<file path="src/hw/i2c_status_pkg.sv">
package i2c_status_pkg;

  // ****************************************
  // Register map and field layout
  // ****************************************
  localparam logic [7:0] ADDR_CTL = 8'hcb;
  localparam logic [7:0] ADDR_STATUS = 8'hcc;
  localparam logic [7:0] ADDR_DIV = 8'hcc;
  localparam logic [7:0] ADDR_SRR = 8'hcd;

  localparam int CTL_IEN = 7;
  localparam int CTL_ENAB = 6;
  localparam int CTL_STA = 5;
  localparam int CTL_STP = 4;
  localparam int CTL_INTERRUPT_FLAG = 3;
  localparam int CTL_AAK = 2;
  localparam int STAT_MSB = 7;
  localparam int STAT_LSB = 3;
  localparam int DIV_M_MSB = 6;
  localparam int DIV_M_LSB = 3;
  localparam int DIV_N_MSB = 2;
  localparam int DIV_N_LSB = 0;
  localparam int DIV_M_W = 4;
  localparam int DIV_N_W = 3;

  localparam logic [2:0] STAT_LOW_ZERO = 3'h0;
  localparam logic [1:0] CTL_LOW_ZERO = 2'h0;
  localparam logic [7:0] RDATA_NONE = 8'h00;
  localparam logic [6:0] DIV_RESET = 7'h00;

  // ****************************************
  // State codes
  // ****************************************
  localparam logic [4:0] CODE_IDLE = 5'h1f;
  localparam logic [4:0] CODE_BUS_ERROR = 5'h00;
  localparam logic [7:0] ST_BUS_ERROR = 8'h00, ST_START = 8'h08, ST_RESTART = 8'h10;
  localparam logic [7:0] ST_MT_AW_ACK = 8'h18, ST_MT_AW_NACK = 8'h20, ST_MT_D_ACK = 8'h28;
  localparam logic [7:0] ST_MT_D_NACK = 8'h30, ST_ARB_LOST = 8'h38;
  localparam logic [7:0] ST_MR_AR_ACK = 8'h40, ST_MR_AR_NACK = 8'h48;
  localparam logic [7:0] ST_MR_D_ACK = 8'h50, ST_MR_D_NACK = 8'h58;
  localparam logic [7:0] ST_SR_AW = 8'h60, ST_SR_AW_ARB = 8'h68, ST_SR_D_ACK = 8'h80;
  localparam logic [7:0] ST_SR_D_NACK = 8'h88, ST_SR_STOP = 8'ha0;
  localparam logic [7:0] ST_GC_ACK = 8'h70, ST_GC_ARB = 8'h78, ST_GC_D_ACK = 8'h90;
  localparam logic [7:0] ST_GC_D_NACK = 8'h98;
  localparam logic [7:0] ST_ST_AR = 8'ha8, ST_ST_AR_ARB = 8'hb0, ST_ST_D_ACK = 8'hb8;
  localparam logic [7:0] ST_ST_D_NACK = 8'hc0, ST_ST_LAST = 8'hc8;
  localparam logic [7:0] ST_M10_ACK = 8'hd0, ST_M10_NACK = 8'hd8;

  // ****************************************
  // Clock generation
  // ****************************************
  localparam int SCL_HALF_SAMPLES = 5;

  typedef enum logic [1:0] {
    RS_NORMAL = 2'b01,
    RS_ERROR = 2'b10
  } run_state_t;

  function automatic logic is_defined_code(input logic [7:0] code);
    case (code)
      ST_BUS_ERROR, ST_START, ST_RESTART, ST_MT_AW_ACK, ST_MT_AW_NACK, ST_MT_D_ACK,
      ST_MT_D_NACK, ST_ARB_LOST, ST_MR_AR_ACK, ST_MR_AR_NACK, ST_MR_D_ACK, ST_MR_D_NACK,
      ST_SR_AW, ST_SR_AW_ARB, ST_SR_D_ACK, ST_SR_D_NACK, ST_SR_STOP, ST_GC_ACK, ST_GC_ARB,
      ST_GC_D_ACK, ST_GC_D_NACK, ST_ST_AR, ST_ST_AR_ARB, ST_ST_D_ACK, ST_ST_D_NACK,
      ST_ST_LAST, ST_M10_ACK, ST_M10_NACK: is_defined_code = 1'b1;
      default: is_defined_code = 1'b0;
    endcase
  endfunction

endpackage

</file>
<file path="src/hw/divider_if.sv">
`timescale 1ns/1ns
`default_nettype none
interface divider_if #(parameter int SCALAR_W = 4, parameter int EXP_W = 3);
  logic ce;
  logic srst;
  logic [SCALAR_W-1:0] scalar;
  logic [EXP_W-1:0] exponent;
  logic run;
  logic sample_tick;
  logic scl_high;

  modport top (output ce, srst, scalar, exponent, run, input sample_tick, scl_high);
  modport pre (input ce, srst, exponent, output sample_tick);
  modport brs (input ce, srst, scalar, run, sample_tick, output scl_high);
endinterface
`default_nettype wire

</file>
<file path="src/hw/sample_prescaler.sv">
`timescale 1ns/1ns
`default_nettype none
module sample_prescaler #(parameter int EXP_W = 3)
(
  input wire logic i_ref_clk,
  divider_if.pre dif
);
  localparam int CNT_W = (2 ** EXP_W) - 1;

  generate
    if (EXP_W < 1 || EXP_W > 4)
    begin : g_bad_exp
      $error("sample_prescaler: EXP_W must lie in 1..4");
    end
  endgenerate

  logic [CNT_W-1:0] cnt;
  logic [CNT_W-1:0] limit;

  // At the largest exponent the shift wraps to zero and the minus one gives all ones
  assign limit = CNT_W'((CNT_W'(1) << dif.exponent) - CNT_W'(1));

  always_ff @(posedge i_ref_clk)
  begin
    if (dif.srst)
    begin
      cnt <= '0;
      dif.sample_tick <= 1'b0;
    end
    else if (dif.ce)
    begin
      if (cnt >= limit)
      begin
        cnt <= '0;
        dif.sample_tick <= 1'b1;
      end
      else
      begin
        cnt <= CNT_W'(cnt + CNT_W'(1));
        dif.sample_tick <= 1'b0;
      end
    end
  end
endmodule // sample_prescaler
`default_nettype wire

</file>
<file path="src/hw/bit_rate_stage.sv">
`timescale 1ns/1ns
`default_nettype none
module bit_rate_stage
  import i2c_status_pkg::*;
#(parameter int SCALAR_W = 4)
(
  input wire logic i_ref_clk,
  divider_if.brs dif
);
  localparam int CNT_W = $clog2(SCL_HALF_SAMPLES * (2 ** SCALAR_W));

  generate
    if (SCALAR_W < 1 || SCALAR_W > 6)
    begin : g_bad_scalar
      $error("bit_rate_stage: SCALAR_W must lie in 1..6");
    end
  endgenerate

  logic [CNT_W-1:0] cnt;
  logic [CNT_W-1:0] half_last;

  // Half a bus clock is five sample ticks times (M+1)
  assign half_last = CNT_W'(SCL_HALF_SAMPLES * (int'(dif.scalar) + 1) - 1);

  always_ff @(posedge i_ref_clk)
  begin
    if (dif.srst)
    begin
      cnt <= '0;
      dif.scl_high <= 1'b1;
    end
    else if (dif.ce)
    begin
      if (!dif.run)
      begin
        cnt <= '0;
        dif.scl_high <= 1'b1;
      end
      else if (dif.sample_tick)
      begin
        // A smaller scalar written mid-half must not let the count run past its end
        if (cnt >= half_last)
        begin
          cnt <= '0;
          dif.scl_high <= !dif.scl_high;
        end
        else
        begin
          cnt <= CNT_W'(cnt + CNT_W'(1));
        end
      end
    end
  end
endmodule // bit_rate_stage
`default_nettype wire

</file>
<file path="src/hw/i2c_status_and_clock_divider.sv">
`timescale 1ns/1ns
`default_nettype none
// What this block does
// - State register holds 5-bit code in bits 7..3, low three bits read zero.
// - State register reads and divider register writes share one address.
// - Idle code F8h means no state, no interrupt, flag clear.
// - Entering a defined non-idle state loads its code and sets the flag.
// - Clearing the interrupt flag returns the state register to idle.
// - Master transmit codes 08h to 38h.
// - Master receive codes 40h to 58h.
// - Slave receive codes 60h, 68h, 80h, 88h, A0h.
// - Broadcast codes 70h, 78h, 90h, 98h.
// - Slave transmit codes A8h to C8h.
// - Ten-bit master second address byte codes D0h and D8h.
// - Illegal bus condition enters bus error, code 00h.
// - Bus error left by stop request plus flag clear, no stop driven.
// - Stop and start both set in bus error: recover then send start.
// - Divider register write-only: bit 7 reserved, M in 6..3, N in 2..0.
// - Bus sampled at system clock over two to the N.
// - Master bus clock is system clock over 10 (M+1) two to the N.
// - Sampling and bit-rate dividers are separate programmable stages.
// - Any write to the soft reset register resets the whole controller.
// - Flag set holds the bus clock low and suspends transfer.
// - Stop request in master mode sends a stop and clears itself.
module i2c_status_and_clock_divider
  import i2c_status_pkg::*;
#(
  parameter int SCALAR_W = DIV_M_W,
  parameter int EXP_W = DIV_N_W
)
(
  input wire logic i_ref_clk,
  input wire logic i_rst,
  input wire logic i_ce,
  input wire logic [7:0] i_addr,
  input wire logic [7:0] i_wdata,
  input wire logic i_wr,
  input wire logic i_rd,
  output var logic [7:0] o_rdata,
  input wire logic i_state_event,
  input wire logic [7:0] i_state_code,
  input wire logic i_bus_error,
  input wire logic i_master_mode,
  output var logic o_irq,
  output var logic o_bus_enable,
  output var logic o_ack_select,
  output var logic o_start_pulse,
  output var logic o_stop_pulse,
  output var logic o_soft_reset,
  output var logic o_transfer_hold,
  output var logic o_sample_tick,
  output var logic o_scl_out,
  output var logic o_scl_oe
);

  generate
    if (SCALAR_W != DIV_M_W || EXP_W != DIV_N_W)
    begin : g_bad_fields
      $error("i2c_status_and_clock_divider: divider fields are fixed by the register layout");
    end
  endgenerate

  // ****************************************
  // Register decode
  // ****************************************
  logic srst;
  logic wr_ctl;
  logic wr_div;
  logic wr_srr;
  logic flag_clear;
  logic flag_free;
  logic take_err;
  logic take_evt;
  logic stop_fire;
  logic start_fire;
  logic stop_set;
  logic start_set;

  logic [4:0] stat;
  logic interrupt_flag;
  logic interrupt_enable;
  logic stop_request;
  logic start_request;
  logic [6:0] div;
  run_state_t run_state;

  divider_if #(.SCALAR_W(SCALAR_W), .EXP_W(EXP_W)) dif ();

  // A soft reset lands one cycle after the write so the write itself completes
  assign srst = i_rst || o_soft_reset;
  assign wr_ctl = i_wr && (i_addr == ADDR_CTL);
  assign wr_div = i_wr && (i_addr == ADDR_DIV);
  assign wr_srr = i_wr && (i_addr == ADDR_SRR);
  assign stop_set = wr_ctl && i_wdata[CTL_STP];
  assign start_set = wr_ctl && i_wdata[CTL_STA];
  // Writing one to the flag has no effect; only hardware sets it
  assign flag_clear = wr_ctl && !i_wdata[CTL_INTERRUPT_FLAG];
  assign flag_free = !interrupt_flag || flag_clear;
  assign take_err = i_bus_error && flag_free;
  assign take_evt = i_state_event && flag_free && !i_bus_error
    && is_defined_code(i_state_code)
    && (i_state_code[STAT_MSB:STAT_LSB] != CODE_IDLE);
  // Stop comes before start when both are pending
  assign stop_fire = stop_request && !interrupt_flag;
  assign start_fire = start_request && !interrupt_flag && !stop_request && (run_state == RS_NORMAL);

  // ****************************************
  // State code and interrupt flag
  // ****************************************
  // Events only land while the flag is clear or being cleared, so the code
  // cannot move under software; a clear in the same cycle as an event loses.
  always_ff @(posedge i_ref_clk)
  begin
    if (srst)
    begin
      stat <= CODE_IDLE;
      interrupt_flag <= 1'b0;
    end
    else if (i_ce)
    begin
      if (take_err)
      begin
        stat <= CODE_BUS_ERROR;
        interrupt_flag <= 1'b1;
      end
      else if (take_evt)
      begin
        stat <= i_state_code[STAT_MSB:STAT_LSB];
        interrupt_flag <= 1'b1;
      end
      else if (flag_clear)
      begin
        stat <= CODE_IDLE;
        interrupt_flag <= 1'b0;
      end
    end
  end

  // ****************************************
  // Bus error recovery
  // ****************************************
  always_ff @(posedge i_ref_clk)
  begin
    if (srst)
    begin
      run_state <= RS_NORMAL;
    end
    else if (i_ce)
    begin
      case (run_state)
        RS_NORMAL:
        begin
          if (take_err)
          begin
            run_state <= RS_ERROR;
          end
        end
        RS_ERROR:
        begin
          if (stop_fire && !take_err)
          begin
            run_state <= RS_NORMAL;
          end
        end
        default:
        begin
          run_state <= RS_NORMAL;
        end
      endcase
    end
  end

  // ****************************************
  // Control bits
  // ****************************************
  always_ff @(posedge i_ref_clk)
  begin
    if (srst)
    begin
      interrupt_enable <= 1'b0;
      o_bus_enable <= 1'b0;
      o_ack_select <= 1'b0;
    end
    else if (i_ce && wr_ctl)
    begin
      interrupt_enable <= i_wdata[CTL_IEN];
      o_bus_enable <= i_wdata[CTL_ENAB];
      o_ack_select <= i_wdata[CTL_AAK];
    end
  end

  // A fresh write of one wins over the self clear in the same cycle
  always_ff @(posedge i_ref_clk)
  begin
    if (srst)
    begin
      stop_request <= 1'b0;
      o_stop_pulse <= 1'b0;
    end
    else if (i_ce)
    begin
      o_stop_pulse <= stop_fire && i_master_mode && (run_state == RS_NORMAL);
      if (stop_set)
      begin
        stop_request <= 1'b1;
      end
      else if (stop_fire)
      begin
        stop_request <= 1'b0;
      end
    end
  end

  always_ff @(posedge i_ref_clk)
  begin
    if (srst)
    begin
      start_request <= 1'b0;
      o_start_pulse <= 1'b0;
    end
    else if (i_ce)
    begin
      o_start_pulse <= start_fire;
      if (start_set)
      begin
        start_request <= 1'b1;
      end
      else if (start_fire)
      begin
        start_request <= 1'b0;
      end
    end
  end

  always_ff @(posedge i_ref_clk)
  begin
    if (srst)
    begin
      div <= DIV_RESET;
    end
    else if (i_ce && wr_div)
    begin
      div <= i_wdata[DIV_M_MSB:DIV_N_LSB];
    end
  end

  // Reset only by the pin so the pulse cannot cancel itself
  always_ff @(posedge i_ref_clk)
  begin
    if (i_rst)
    begin
      o_soft_reset <= 1'b0;
    end
    else if (i_ce)
    begin
      o_soft_reset <= wr_srr;
    end
  end

  // ****************************************
  // Read port
  // ****************************************
  always_ff @(posedge i_ref_clk)
  begin
    if (srst)
    begin
      o_rdata <= RDATA_NONE;
    end
    else if (i_ce)
    begin
      if (i_rd && (i_addr == ADDR_STATUS))
      begin
        o_rdata <= {stat, STAT_LOW_ZERO};
      end
      else if (i_rd && (i_addr == ADDR_CTL))
      begin
        o_rdata <= {interrupt_enable, o_bus_enable, start_request, stop_request, interrupt_flag, o_ack_select,
          CTL_LOW_ZERO};
      end
      else
      begin
        o_rdata <= RDATA_NONE;
      end
    end
  end

  // ****************************************
  // Clock dividers and bus clock pin
  // ****************************************
  assign dif.ce = i_ce;
  assign dif.srst = srst;
  assign dif.scalar = div[DIV_M_MSB:DIV_M_LSB];
  assign dif.exponent = div[DIV_N_MSB:DIV_N_LSB];
  // The bit-rate stage stops while the flag stretches the low period
  assign dif.run = i_master_mode && o_bus_enable && !interrupt_flag;

  sample_prescaler #(.EXP_W(EXP_W)) u_prescaler (
    .i_ref_clk(i_ref_clk),
    .dif(dif.pre)
  );

  bit_rate_stage #(.SCALAR_W(SCALAR_W)) u_bit_rate (
    .i_ref_clk(i_ref_clk),
    .dif(dif.brs)
  );

  always_ff @(posedge i_ref_clk)
  begin
    if (srst)
    begin
      o_irq <= 1'b0;
      o_transfer_hold <= 1'b0;
      o_sample_tick <= 1'b0;
      o_scl_out <= 1'b0;
      o_scl_oe <= 1'b0;
    end
    else if (i_ce)
    begin
      o_irq <= interrupt_flag && interrupt_enable;
      o_transfer_hold <= interrupt_flag;
      o_sample_tick <= dif.sample_tick;
      o_scl_out <= 1'b0;
      o_scl_oe <= interrupt_flag || (dif.run && !dif.scl_high);
    end
  end

  // ****************************************
  // Checks
  // ****************************************
  idle_means_clear_a:
    assert property (@(posedge i_ref_clk) disable iff (i_rst)
      (stat == CODE_IDLE) == !interrupt_flag)
    else $error("idle code and interrupt flag disagree");

  event_loads_code_a:
    assert property (@(posedge i_ref_clk) disable iff (i_rst)
      (i_ce && take_evt && !o_soft_reset)
      |=> (interrupt_flag && stat == $past(i_state_code[STAT_MSB:STAT_LSB])))
    else $error("accepted state event did not load code and flag");

  clear_gives_idle_a:
    assert property (@(posedge i_ref_clk) disable iff (i_rst)
      (i_ce && flag_clear && !i_state_event && !i_bus_error) |=> (stat == CODE_IDLE && !interrupt_flag))
    else $error("flag clear did not return idle code");

  bus_error_code_a:
    assert property (@(posedge i_ref_clk) disable iff (i_rst)
      (i_ce && i_bus_error && !interrupt_flag && !o_soft_reset)
      |=> (stat == CODE_BUS_ERROR && interrupt_flag && run_state == RS_ERROR))
    else $error("bus error not reported as code zero");

  error_exit_quiet_a:
    assert property (@(posedge i_ref_clk) disable iff (i_rst)
      (i_ce && run_state == RS_ERROR && stop_fire && !stop_set && !take_err && !o_soft_reset)
      |=> (!o_stop_pulse && !stop_request && run_state == RS_NORMAL))
    else $error("bus error exit drove a stop or kept the request");

  code_held_stable_a:
    assert property (@(posedge i_ref_clk) disable iff (i_rst)
      (interrupt_flag && !flag_clear && !o_soft_reset) |=> (stat == $past(stat)))
    else $error("state code moved while flag set");

  clock_held_low_a:
    assert property (@(posedge i_ref_clk) disable iff (i_rst)
      (i_ce && interrupt_flag && !o_soft_reset) |=> (o_scl_oe && !o_scl_out && o_transfer_hold))
    else $error("bus clock not held low while flag set");

  stop_self_clear_a:
    assert property (@(posedge i_ref_clk) disable iff (i_rst)
      (i_ce && stop_fire && i_master_mode && run_state == RS_NORMAL && !stop_set
        && !o_soft_reset)
      |=> (o_stop_pulse && !stop_request))
    else $error("master stop request not sent or not cleared");

  status_read_a:
    assert property (@(posedge i_ref_clk) disable iff (i_rst)
      (i_ce && i_rd && i_addr == ADDR_STATUS && !o_soft_reset)
      |=> (o_rdata == {$past(stat), STAT_LOW_ZERO}))
    else $error("state register read returned wrong value");

  soft_reset_a:
    assert property (@(posedge i_ref_clk) disable iff (i_rst)
      (i_ce && wr_srr) |=> o_soft_reset ##1 (stat == CODE_IDLE && div == DIV_RESET && !interrupt_flag))
    else $error("soft reset write did not reset the controller");

endmodule // i2c_status_and_clock_divider
`default_nettype wire

</file>
<file path="config.mk">
export PLATFORM = sky130hd
export DESIGN_NAME = i2c_status_and_clock_divider
export DESIGN_NICKNAME = d
export VERILOG_FILES = /design/src/hw/i2c_status_pkg.sv /design/src/hw/divider_if.sv /design/src/hw/sample_prescaler.sv /design/src/hw/bit_rate_stage.sv /design/src/hw/i2c_status_and_clock_divider.sv
export SDC_FILE = /design/constraint.sdc
export NUM_CORES = 1
export LEC_CHECK = 0
export BUFFER_PORTS_ARGS = -buffer_cell sky130_fd_sc_hd__buf_2
export CELL_PAD_IN_SITES_DETAIL_PLACEMENT = 1
export CELL_PAD_IN_SITES_GLOBAL_PLACEMENT = 2
export CORE_MARGIN = 10
export CORE_UTILIZATION = 36
export CTS_CLUSTER_SIZE = 12
export DETAILED_ROUTE_END_ITERATION = 12
export GPL_TIMING_DRIVEN = 0
export PLACE_DENSITY_LB_ADDON = 0.1
export SLEW_MARGIN = 20
export SYNTH_ARGS = -nofsm -noshare
export SYNTH_HDL_FRONTEND = slang
export SYNTH_SLANG_ARGS = --single-unit
</file>
<file path="constraint.sdc">
create_clock -name i_ref_clk -period 6.3 [get_ports i_ref_clk]
set_input_delay 1.26 -clock i_ref_clk [delete_from_list [all_inputs] [get_ports i_ref_clk]]
set_output_delay 1.26 -clock i_ref_clk [all_outputs]
set_load 0.01 [all_outputs]
</file>
-- Word-level counts from Yosys, hierarchy flattened
Index checks and enable logic that the tools add are counted.
- order comparisons: 2
- reduce and logical (&&, ||, !) cells: 46
- bitwise gates (word level): 0
- add/subtract/negate cells: 5
- mux-type cells: 24
- equal/unequal tests: 37
- multiply operators: 1
- div/mod/pow operators: 0
- shift-type cells: 1
- operators by type and width (operator ; number):
    $eq A8 B8 Y1 const B ; 15
    $eq A8 B7 Y1 const B ; 8
    $eq A8 B6 Y1 const B ; 4
    $mul A4 B32 Y7 const A ; 1
    $mux W7 ; 4
    $reduce_or A28 Y1 ; 1
    $logic_and A1 B1 Y1 ; 26
    $eq A8 B5 Y1 const B ; 2
    $mux W8 ; 2
    $mux W5 ; 3
    $add A7 B1 Y7 const B ; 2
    $ge A7 B7 Y1 ; 2
    $sub A7 B2 Y7 const B ; 2
    $mux W1 ; 12
    $eq A8 B4 Y1 const B ; 1
    $logic_not A8 Y1 ; 1
    $reduce_and A2 Y1 ; 4
    $shl A1 B3 Y7 const A ; 1
    $logic_not A1 Y1 ; 6
    $reduce_and A3 Y1 ; 2
    $add A4 B1 Y5 const B ; 1
    $ne A5 B5 Y1 const B ; 1
    $mux W2 ; 2
    $ne A2 B1 Y1 const B ; 2
    other kinds (7) ; 11
- input port bits: 32
- register bits after elaboration: 51
- bits in latches: 0
- word-level logic and storage cells: 137
- output and inout bits: 18
- memory bits (read-only): 0
- memories kept: 0
- bits in writable memories: 0

-- Depth between registers and ports, before layout
Gate-level depths: netlist of run 1.
- word-level depth: 10
- mapped depth: 16

-- Cells and area by module
A second synthesis of run 1 with hierarchy kept.
- cells, all modules: 342
- area, all modules: 2997.9 sq um
- modules (own cells, without submodules) (module ; area an instance (sq um) ; seq. area each (sq um) ; cells an instance ; instances):
    i2c_status_and_clock_divider ; 1519.0 ; 660.6 ; 172 ; 1
    bit_rate_stage ; 853.3 ; 160.2 ; 102 ; 1
    sample_prescaler ; 625.6 ; 160.2 ; 68 ; 1

-- Worst setup path before layout of run 1
OpenSTA, ideal clock, no wires.
- kind: register to register
- start point: register div[3]
- end point: register u_bit_rate.dif.scl_high
- path buffers: 1
- cell stages (with the launch flop): 15
- data required time: 6.173 ns
- slack: 2.648 ns
- arrival time: 3.525 ns
- period minus slack after synthesis: 3.652 ns
- setup time: 0.127 ns
- cells stage by stage: dfxtp_1 > clkbuf_1 > inv_1 > ha_1 > ha_1 > fa_1 > ha_1 > o21ai_0 > o21bai_1 > xnor2_1 > ha_1 > nand4_1 > nor2_1 > a2111oi_4 > o41a_2
- word-level cells in the longest chain between the ends: 6
- RTL lines (item ; RTL line ; text):
    from (decl) ; i2c_status_and_clock_divider.sv:84 ; logic [6:0] div;
    from (signal assigned) ; i2c_status_and_clock_divider.sv:243 ; div <= i_wdata[DIV_M_MSB:DIV_N_LSB];
    $add A4 B1 Y5 ; bit_rate_stage.sv:23 ; assign half_last = CNT_W'(SCL_HALF_SAMPLES * (int'(dif.scalar) + 1) - 1);
    $mul A4 B32 Y7 ; bit_rate_stage.sv:23 ;
    $sub A7 B2 Y7 ; bit_rate_stage.sv:23 ;
    $ge A7 B7 Y1 ; bit_rate_stage.sv:42 ; if (cnt >= half_last)
    $ne A2 B1 Y1 (no line) ; -- ;
    $reduce_and A3 Y1 (no line) ; -- ;
    to (signal assigned) ; bit_rate_stage.sv:45 ; dif.scl_high <= !dif.scl_high;
    to (decl) ; divider_if.sv:14 ; modport brs (input ce, srst, scalar, run, sample_tick, output scl_high);
No other way between the ends.
A chain may end at the register's enable or synchronous reset.

-- Worst setup path after layout of run 1
Same ends and word-level chain as after synthesis.

==> qor.yml, run 1 <==
pwr:
  p_int_uw: 416
  seqPwrFrac_pct: 55.6
  switching_share_pct: 27.3
  leakagePower_nw: 1.45
  clkPwrFrac_pct: 35.0
  power.density_mw_per_mm2: 170
  switching_power_uw: 156
  max-vdd-ir-drop_uv: 75.3
  pwr-share-comb_pct: 9.4
  power_uw: 572
synth:
  synth_ff_type: "dfxtp_1"
  syn_inst: 345
  yosysTopAreaCell: "dfxtp_1"
  netlist.area_leader.share_pct: 33.8
  synth_area_leaders: "dfxtp_1 (34%), ha_1 (12%), nor2_1 (7.0%)"
  ys_types: 53
  async_reset_ff_share_pct: 0
  synth_edf_count: 0
  yosysWarnings: 0
  synthesis.area_sq_mm: 0.00290
  syn_area_per_cell_sq_um: 8.42
  yosysSeqAreaShare_pct: 33.8
  synth_seq_cells: 49
clock_network:
  post_cts_buffers: 0
  clk_latency_ns: 0.31
  ctsHtreeMaxLevel: 2
  cts_buffer_depth: 2
  cts_tree: "yes"
  path_clk_slew_ns: 0.10
  cts_sinks: 49
  hold_buffers: 0
  cts_buffers: 5
  post_cts_resized: 0
  cts-root-buf: "clkbuf_8"
critical_path:
  reg2reg_from: "div[3]$_SDFFE_PP0P_"
  crit_start: "div[3]$_SDFFE_PP0P_"
  critPathMaxFanout: 6
  cp.required_ns: 6.51
  crit_type: "register to register"
  cp-end-kind: "register"
  slowest_delay_ns: 0.44
  crit_path_start_kind: "register"
  arrival_ns: 4.29
  cp_slowest_cell: "fa_1"
  critPathMostFrequentCell: "ha_1"
  path_cells: "clkbuf_1 > inv_1 > ha_1 > ha_1 > fa_1 > ha_1 > nor3_1 > o21bai_1 > xnor2_1 > ha_1 > nand4_1 > nor2_1 > a2111oi_4 > o21ai_0 > o41a_2"
routing:
  drt_pass1_iterations: 4
  routedWlPerCell_um: 16.2
  drc: 0
  drtIter0Drc: 70
  vias_per_cell: 5.22
  drt_wl_total_mm: 8.14
  vias: 2622
  antenna_left: 0
placed_design:
  place.port_buffers: 45
  hpwl_mm: 6.59
  routabilityCongestion: 0.765
  placed_cells: 494
finish:
  layout_commonest_cell: "nor2_1"
  multiInputGateArea_sq_mm: 0.00180
  area_growth_pct: 15.7
  regArea_sq_um: 981
  layout_common_cells: "nor2_1 (54), dfxtp_1 (49), buf_2 (45), nand2_1 (30), ha_1 (28)"
  fillerInstances: 986
  n_antenna_cell: 0
  layout-drive-gt1-share_pct: 16.8
  num-nets-final: 460
  layoutNonFillerInstCount: 502
min_path:
  hold_start: "o_rdata[2]$_SDFFE_PP0P_"
  worstHoldPathType: "register to register"
die:
  core-area_sq_mm: 0.00777
  die_w_um: 110
  io_pins: 50
  die_y_um: 110
  rows: 32
  start_util_pct: 37.4
  die_area_sq_mm: 0.0121
sta:
  slew_viol_final: 0
  worst_slew_pin_slew_ns: 0.955
  min_period_ns: 4.09
  hold_viol_final: 0
  rsz0062_at_grt: "no"
  setup_viol: 0
  slew_headroom_pct: 35.7
  tns_ns: 0
  fmax_ghz: 0.245
  skew_ns: 0.0141
  period_share_pct: 64.9
global_routing:
  overflow: 0
  grt_pass1_vias: 2769
  antenna_found_initial: 0
  grt_pass1_wl_mm: 13.8
  grt_max_degree: 18
  grt_use_total_pct: 14.2
run:
  maxCapViolations: 0
outcome:
  status: "completed"
-- power groups by stage --
stage | Clock [mW] | Sequential (mW) | Combinational, mW
floorplan | 0 | 0.324 | 0.0298
finish | 0.200 | 0.318 | 0.0536
detailed placement | 0 | 0.325 | 0.0541
global route | 0.219 | 0.319 | 0.0603
global placement | 0 | 0.325 | 0.0531
CTS | 0.205 | 0.318 | 0.0544
-- layout make-up --
class | count | share of cell area [%]
multi-input cells | 267 | 53.6
clock buffers | 5 | 2.05
clock inverters | 3 | 0.782
plain buffers | 17 | 2.27
inverters | 14 | 1.56
well taps | 102 | 3.80
flip-flops and latches | 49 | 29.2
repair buffers | 45 | 6.70
-- synthesized netlist by cell type (3+ instances only) --
cell      number
nor3_1         5
inv_1         14
nand4_1        5
o21ai_0       17
ha_1          28
clkbuf_1      12
a21oi_1       23
nand2_1       30
dfxtp_1       49
nand3_1       14
xnor2_1        9
nand3b_1       3
buf_4          3
a22oi_1        6
a22o_1         5
xor2_1        11
nor2_1        54
nor2b_1        5
mux2i_1       13
-- through the flow --
stage / utilization, % / worst slack, ns / hold slack, ns / cell area (sq um)
6_report: 43.3 / 2.21 / 0.475 / 3360
5_1_grt: 43.3 / 1.90 / 0.498 / 3360
4_1_cts: 43.3 / 2.18 / 0.473 / 3360
3_5_place_dp: 42.0 / 2.22 / 0.458 / 3260
3_3_place_gp: 42.0 / 2.27 / 0.450 / 3260
2_1_floorplan: - / 2.65 / 0.450 / 2910
-- cell families after synthesis --
logic type,Yosys count,share of synthesized area [%]
flip-flops,49,33.8
other,1,0.129
AND/OR/NAND/NOR,134,22.4
adder cells (fa/ha/maj),29,12.8
multiplexers,13,4.48
buffers and inverters,31,4.44
XOR/XNOR,20,6.03
AO/OA/AOI/OAI,68,16.0
-- path summary, 6_finish.rpt --
path	endpoint	cells after the start	slack, ns
max	u_bit_rate.dif.scl_high$_SDFFE_PP1P_	15	2.21
min	o_rdata[2]$_SDFFE_PP0P_	2	0.47
max reg2reg	u_bit_rate.dif.scl_high$_SDFFE_PP1P_	15	2.21
min reg2reg	o_rdata[2]$_SDFFE_PP0P_	2	0.47
-- layer usage --
metal | track usage, % | wire [um]
met5 | 0 | 0
met4 | 2.79 | 55
met3 | 3.39 | 378
met2 | 23.8 | 3800
met1 | 18.1 | 3910
-- sequential cells by signal (all words and copies together), names as in the netlist, 2 cells and up --
signal / cells
div: 7
o_rdata: 6
run_state: 2
stat: 5
u_bit_rate.cnt: 7
u_prescaler.cnt: 7
-- critical path: cells and delay by family (launching register included) --
family,cells,cell delay [ns]
adder cells (fa/ha/maj),5,1.64
XOR/XNOR,1,0.26
flip-flops,1,0.39
buffers and inverters,2,0.35
AND/OR/NAND/NOR,3,0.47
AO/OA/AOI/OAI,4,0.87
(Power assumes the default switching activity.)
==> run 2: changes to the inputs <==
Settings changed: CORE_UTILIZATION 36 to 33.
Clock period 6.3 ns to 3.8 ns, I/O delays scaled along.
==> qor.yml, run 2 (synthesis gave the netlist of run 1 again) <==
global_routing:
  grt_max_degree: 15  # -3
  grt_pass1_vias: 2794  # +0.90%
  grt_pass1_wl_mm: 14.1  # +2.1%
  overflow: 0  # unchanged
  grt_use_total_pct: 13.2  # -1.0 points
  antenna_found_initial: 0  # unchanged
clock_network:
  cts_buffer_depth: 2  # unchanged
  cts_buffers: 5  # unchanged
  path_clk_slew_ns: 0.10  # about the same
  cts-root-buf: "clkbuf_8"
  clk_latency_ns: 0.31  # about the same
  ctsHtreeMaxLevel: 2  # unchanged
  cts_sinks: 49  # unchanged
  cts_tree: "yes"
routing:
  antenna_left: 0  # unchanged
  drtIter0Drc: 96  # +37%
  routedWlPerCell_um: 16.4  # +1.5%
  drt_wl_total_mm: 8.45  # +3.9%
  drc: 0  # unchanged
  vias_per_cell: 5.15  # -1.4%
  vias: 2646  # +0.92%
  drt_pass1_iterations: 4  # unchanged
critical_path:
  reg2reg_from: "div[3]$_SDFFE_PP0P_"
  critPathMaxFanout: 6  # unchanged
  arrival_ns: 3.77  # -0.52 ns
  cp.required_ns: 3.99  # -2.52 ns
  crit_type: "register to register"
  r2r_setup_slack_ns: 0.22  # -2.00 ns
  worst_r2r_path_depth: 14  # -1
  cp-end-kind: "register"
  r2r-end: "u_bit_rate.dif.scl_high$_SDFFE_PP1P_"
  crit_path_start_kind: "register"
finish:
  fillerInstances: 1078  # +9.3%
  area_growth_pct: 20.6
  num-nets-final: 466  # +1.3%
  regArea_sq_um: 987  # +0.64%
  layout_common_cells: "nor2_1 (54), dfxtp_1 (46), buf_2 (45), nand2_1 (30), ha_1 (24)"
  n_antenna_cell: 0  # unchanged
  final_area_sq_mm: 0.00350  # +4.2%
  layout_commonest_cell: "nor2_1"
  multiInputGateArea_sq_mm: 0.00187  # +3.8%
  layout-drive-gt1-share_pct: 21.2  # +4.4 points
  top_regs: "div (7), u_bit_rate.cnt (7), u_prescaler.cnt (7)"
pwr:
  max-vdd-ir-drop_uv: 133  # +77%
  leakagePower_nw: 1.51  # +3.9%
  power.density_mw_per_mm2: 275  # +61%
placed_design:
  routabilityCongestion: 0.730  # -4.5%
  place.port_buffers: 45  # unchanged
  hpwl_mm: 6.61  # +0.32%
  placed_area_sq_mm: 0.00327  # +0.23%
min_path:
  hold_start: "o_rdata[2]$_SDFFE_PP0P_"
  worstHoldPathType: "register to register"
  whs_path_depth: 2  # unchanged
  hold_end: "o_rdata[2]$_SDFFE_PP0P_"
sta:
  rsz0062_at_grt: "no"
  worst_slew_pin_slew_ns: 0.967  # +0.0111 ns
  slew_viol_final: 0  # unchanged
  hold_viol_final: 0  # unchanged
  period_share_pct: 94.3  # +29 points
  setup_viol: 0  # unchanged
  tns_ns: 0  # unchanged
  slew_headroom_pct: 35.0  # -0.75 points
  min_period_ns: 3.58  # -0.505 ns
  fmax_ghz: 0.279  # +14%
  skew_ns: 0.0104  # -0.00372 ns
die:
  core-area_sq_mm: 0.00864  # +11%
  rows: 34  # +6.3%
  die_y_um: 114  # +3.6%
  die_area_sq_mm: 0.0130  # +7.4%
  start_util_pct: 33.6  # -3.8 points
  io_pins: 50  # unchanged
  die_w_um: 114  # +3.6%
outcome:
  status: "completed"
run:
  maxCapViolations: 0  # unchanged
## run 2: how the worst max path moves through the flow
stage                                    from                              endpoint  slack, ns
after detailed placement  div[3]$_SDFFE_PP0P_  u_bit_rate.dif.scl_high$_SDFFE_PP1P_      -0.21
final                     div[3]$_SDFFE_PP0P_  u_bit_rate.dif.scl_high$_SDFFE_PP1P_       0.22
after global placement    div[3]$_SDFFE_PP0P_  u_bit_rate.dif.scl_high$_SDFFE_PP1P_      -0.16
after global routing      div[4]$_SDFFE_PP0P_        u_bit_rate.cnt[6]$_SDFFE_PP0P_     0.0004
after CTS                 div[3]$_SDFFE_PP0P_        u_bit_rate.cnt[5]$_SDFFE_PP0P_      0.003
after floorplan           div[3]$_SDFFE_PP0P_  u_bit_rate.dif.scl_high$_SDFFE_PP1P_       0.15
## run 2: critical path, cell delays in order (launching register included)
cell and delay, ns:
dfxtp_4 0.39, buf_6 0.12, inv_1 0.06, ha_4 0.26, ha_4 0.24, fa_1 0.55
ha_2 0.28, o21ai_2 0.15, o21bai_1 0.09, xnor2_1 0.14, ha_1 0.30, nand4_1 0.09
nor2_1 0.18, a2111oi_4 0.13, o41a_2 0.47
## run 2: final cells by class
type	instances	share of cell area (%)
Clock inverter	1	0.143
Buffer	17	2.39
Tap cell	108	3.86
Inverter	14	1.50
Multi-Input combinational cell	267	53.4
Sequential cell	49	28.2
Timing Repair Buffer	51	7.72
Clock buffer	7	2.75
## run 2: report_power, final
part           total [mW]  switching (mW)  internal (mW)
Sequential          0.525         0.00511          0.520
Combinational      0.0904          0.0561         0.0343
Clock               0.346           0.181          0.165
## run 2: stage by stage
step / hold slack, ns / total power, mW / utilization (%) / worst slack (ns) / instances
after floorplan: 0.450 / 0.586 / - / 0.148 / 347
after global placement: 0.452 / 0.629 / 37.9 / -0.160 / 500
after detailed placement: 0.464 / 0.629 / 37.9 / -0.212 / 500
after CTS: 0.480 / 0.975 / 39.3 / 0.00264 / 508
after global routing: 0.488 / 1.00 / 40.5 / 0.000353 / 514
final: 0.473 / 0.961 / 40.5 / 0.218 / 514
## run 2: metal layers
metal  global-route usage, %  vias to the layer above  wire length [um]
li1                        -                     1321                 -
met1                    15.9                     1249              3940
met2                    22.1                       64              3920
met3                    3.25                       12               410
met4                    4.93                        0               178
met5                       0                        -                 0
## run 2: what timing repair did
action                     CTS  global route
hold endpoints to repair     0             0
setup endpoints to repair    8             8
hold buffers                 0             0
gates resized for setup      7            14
pin swaps                    3             8
buffers inserted             0             6
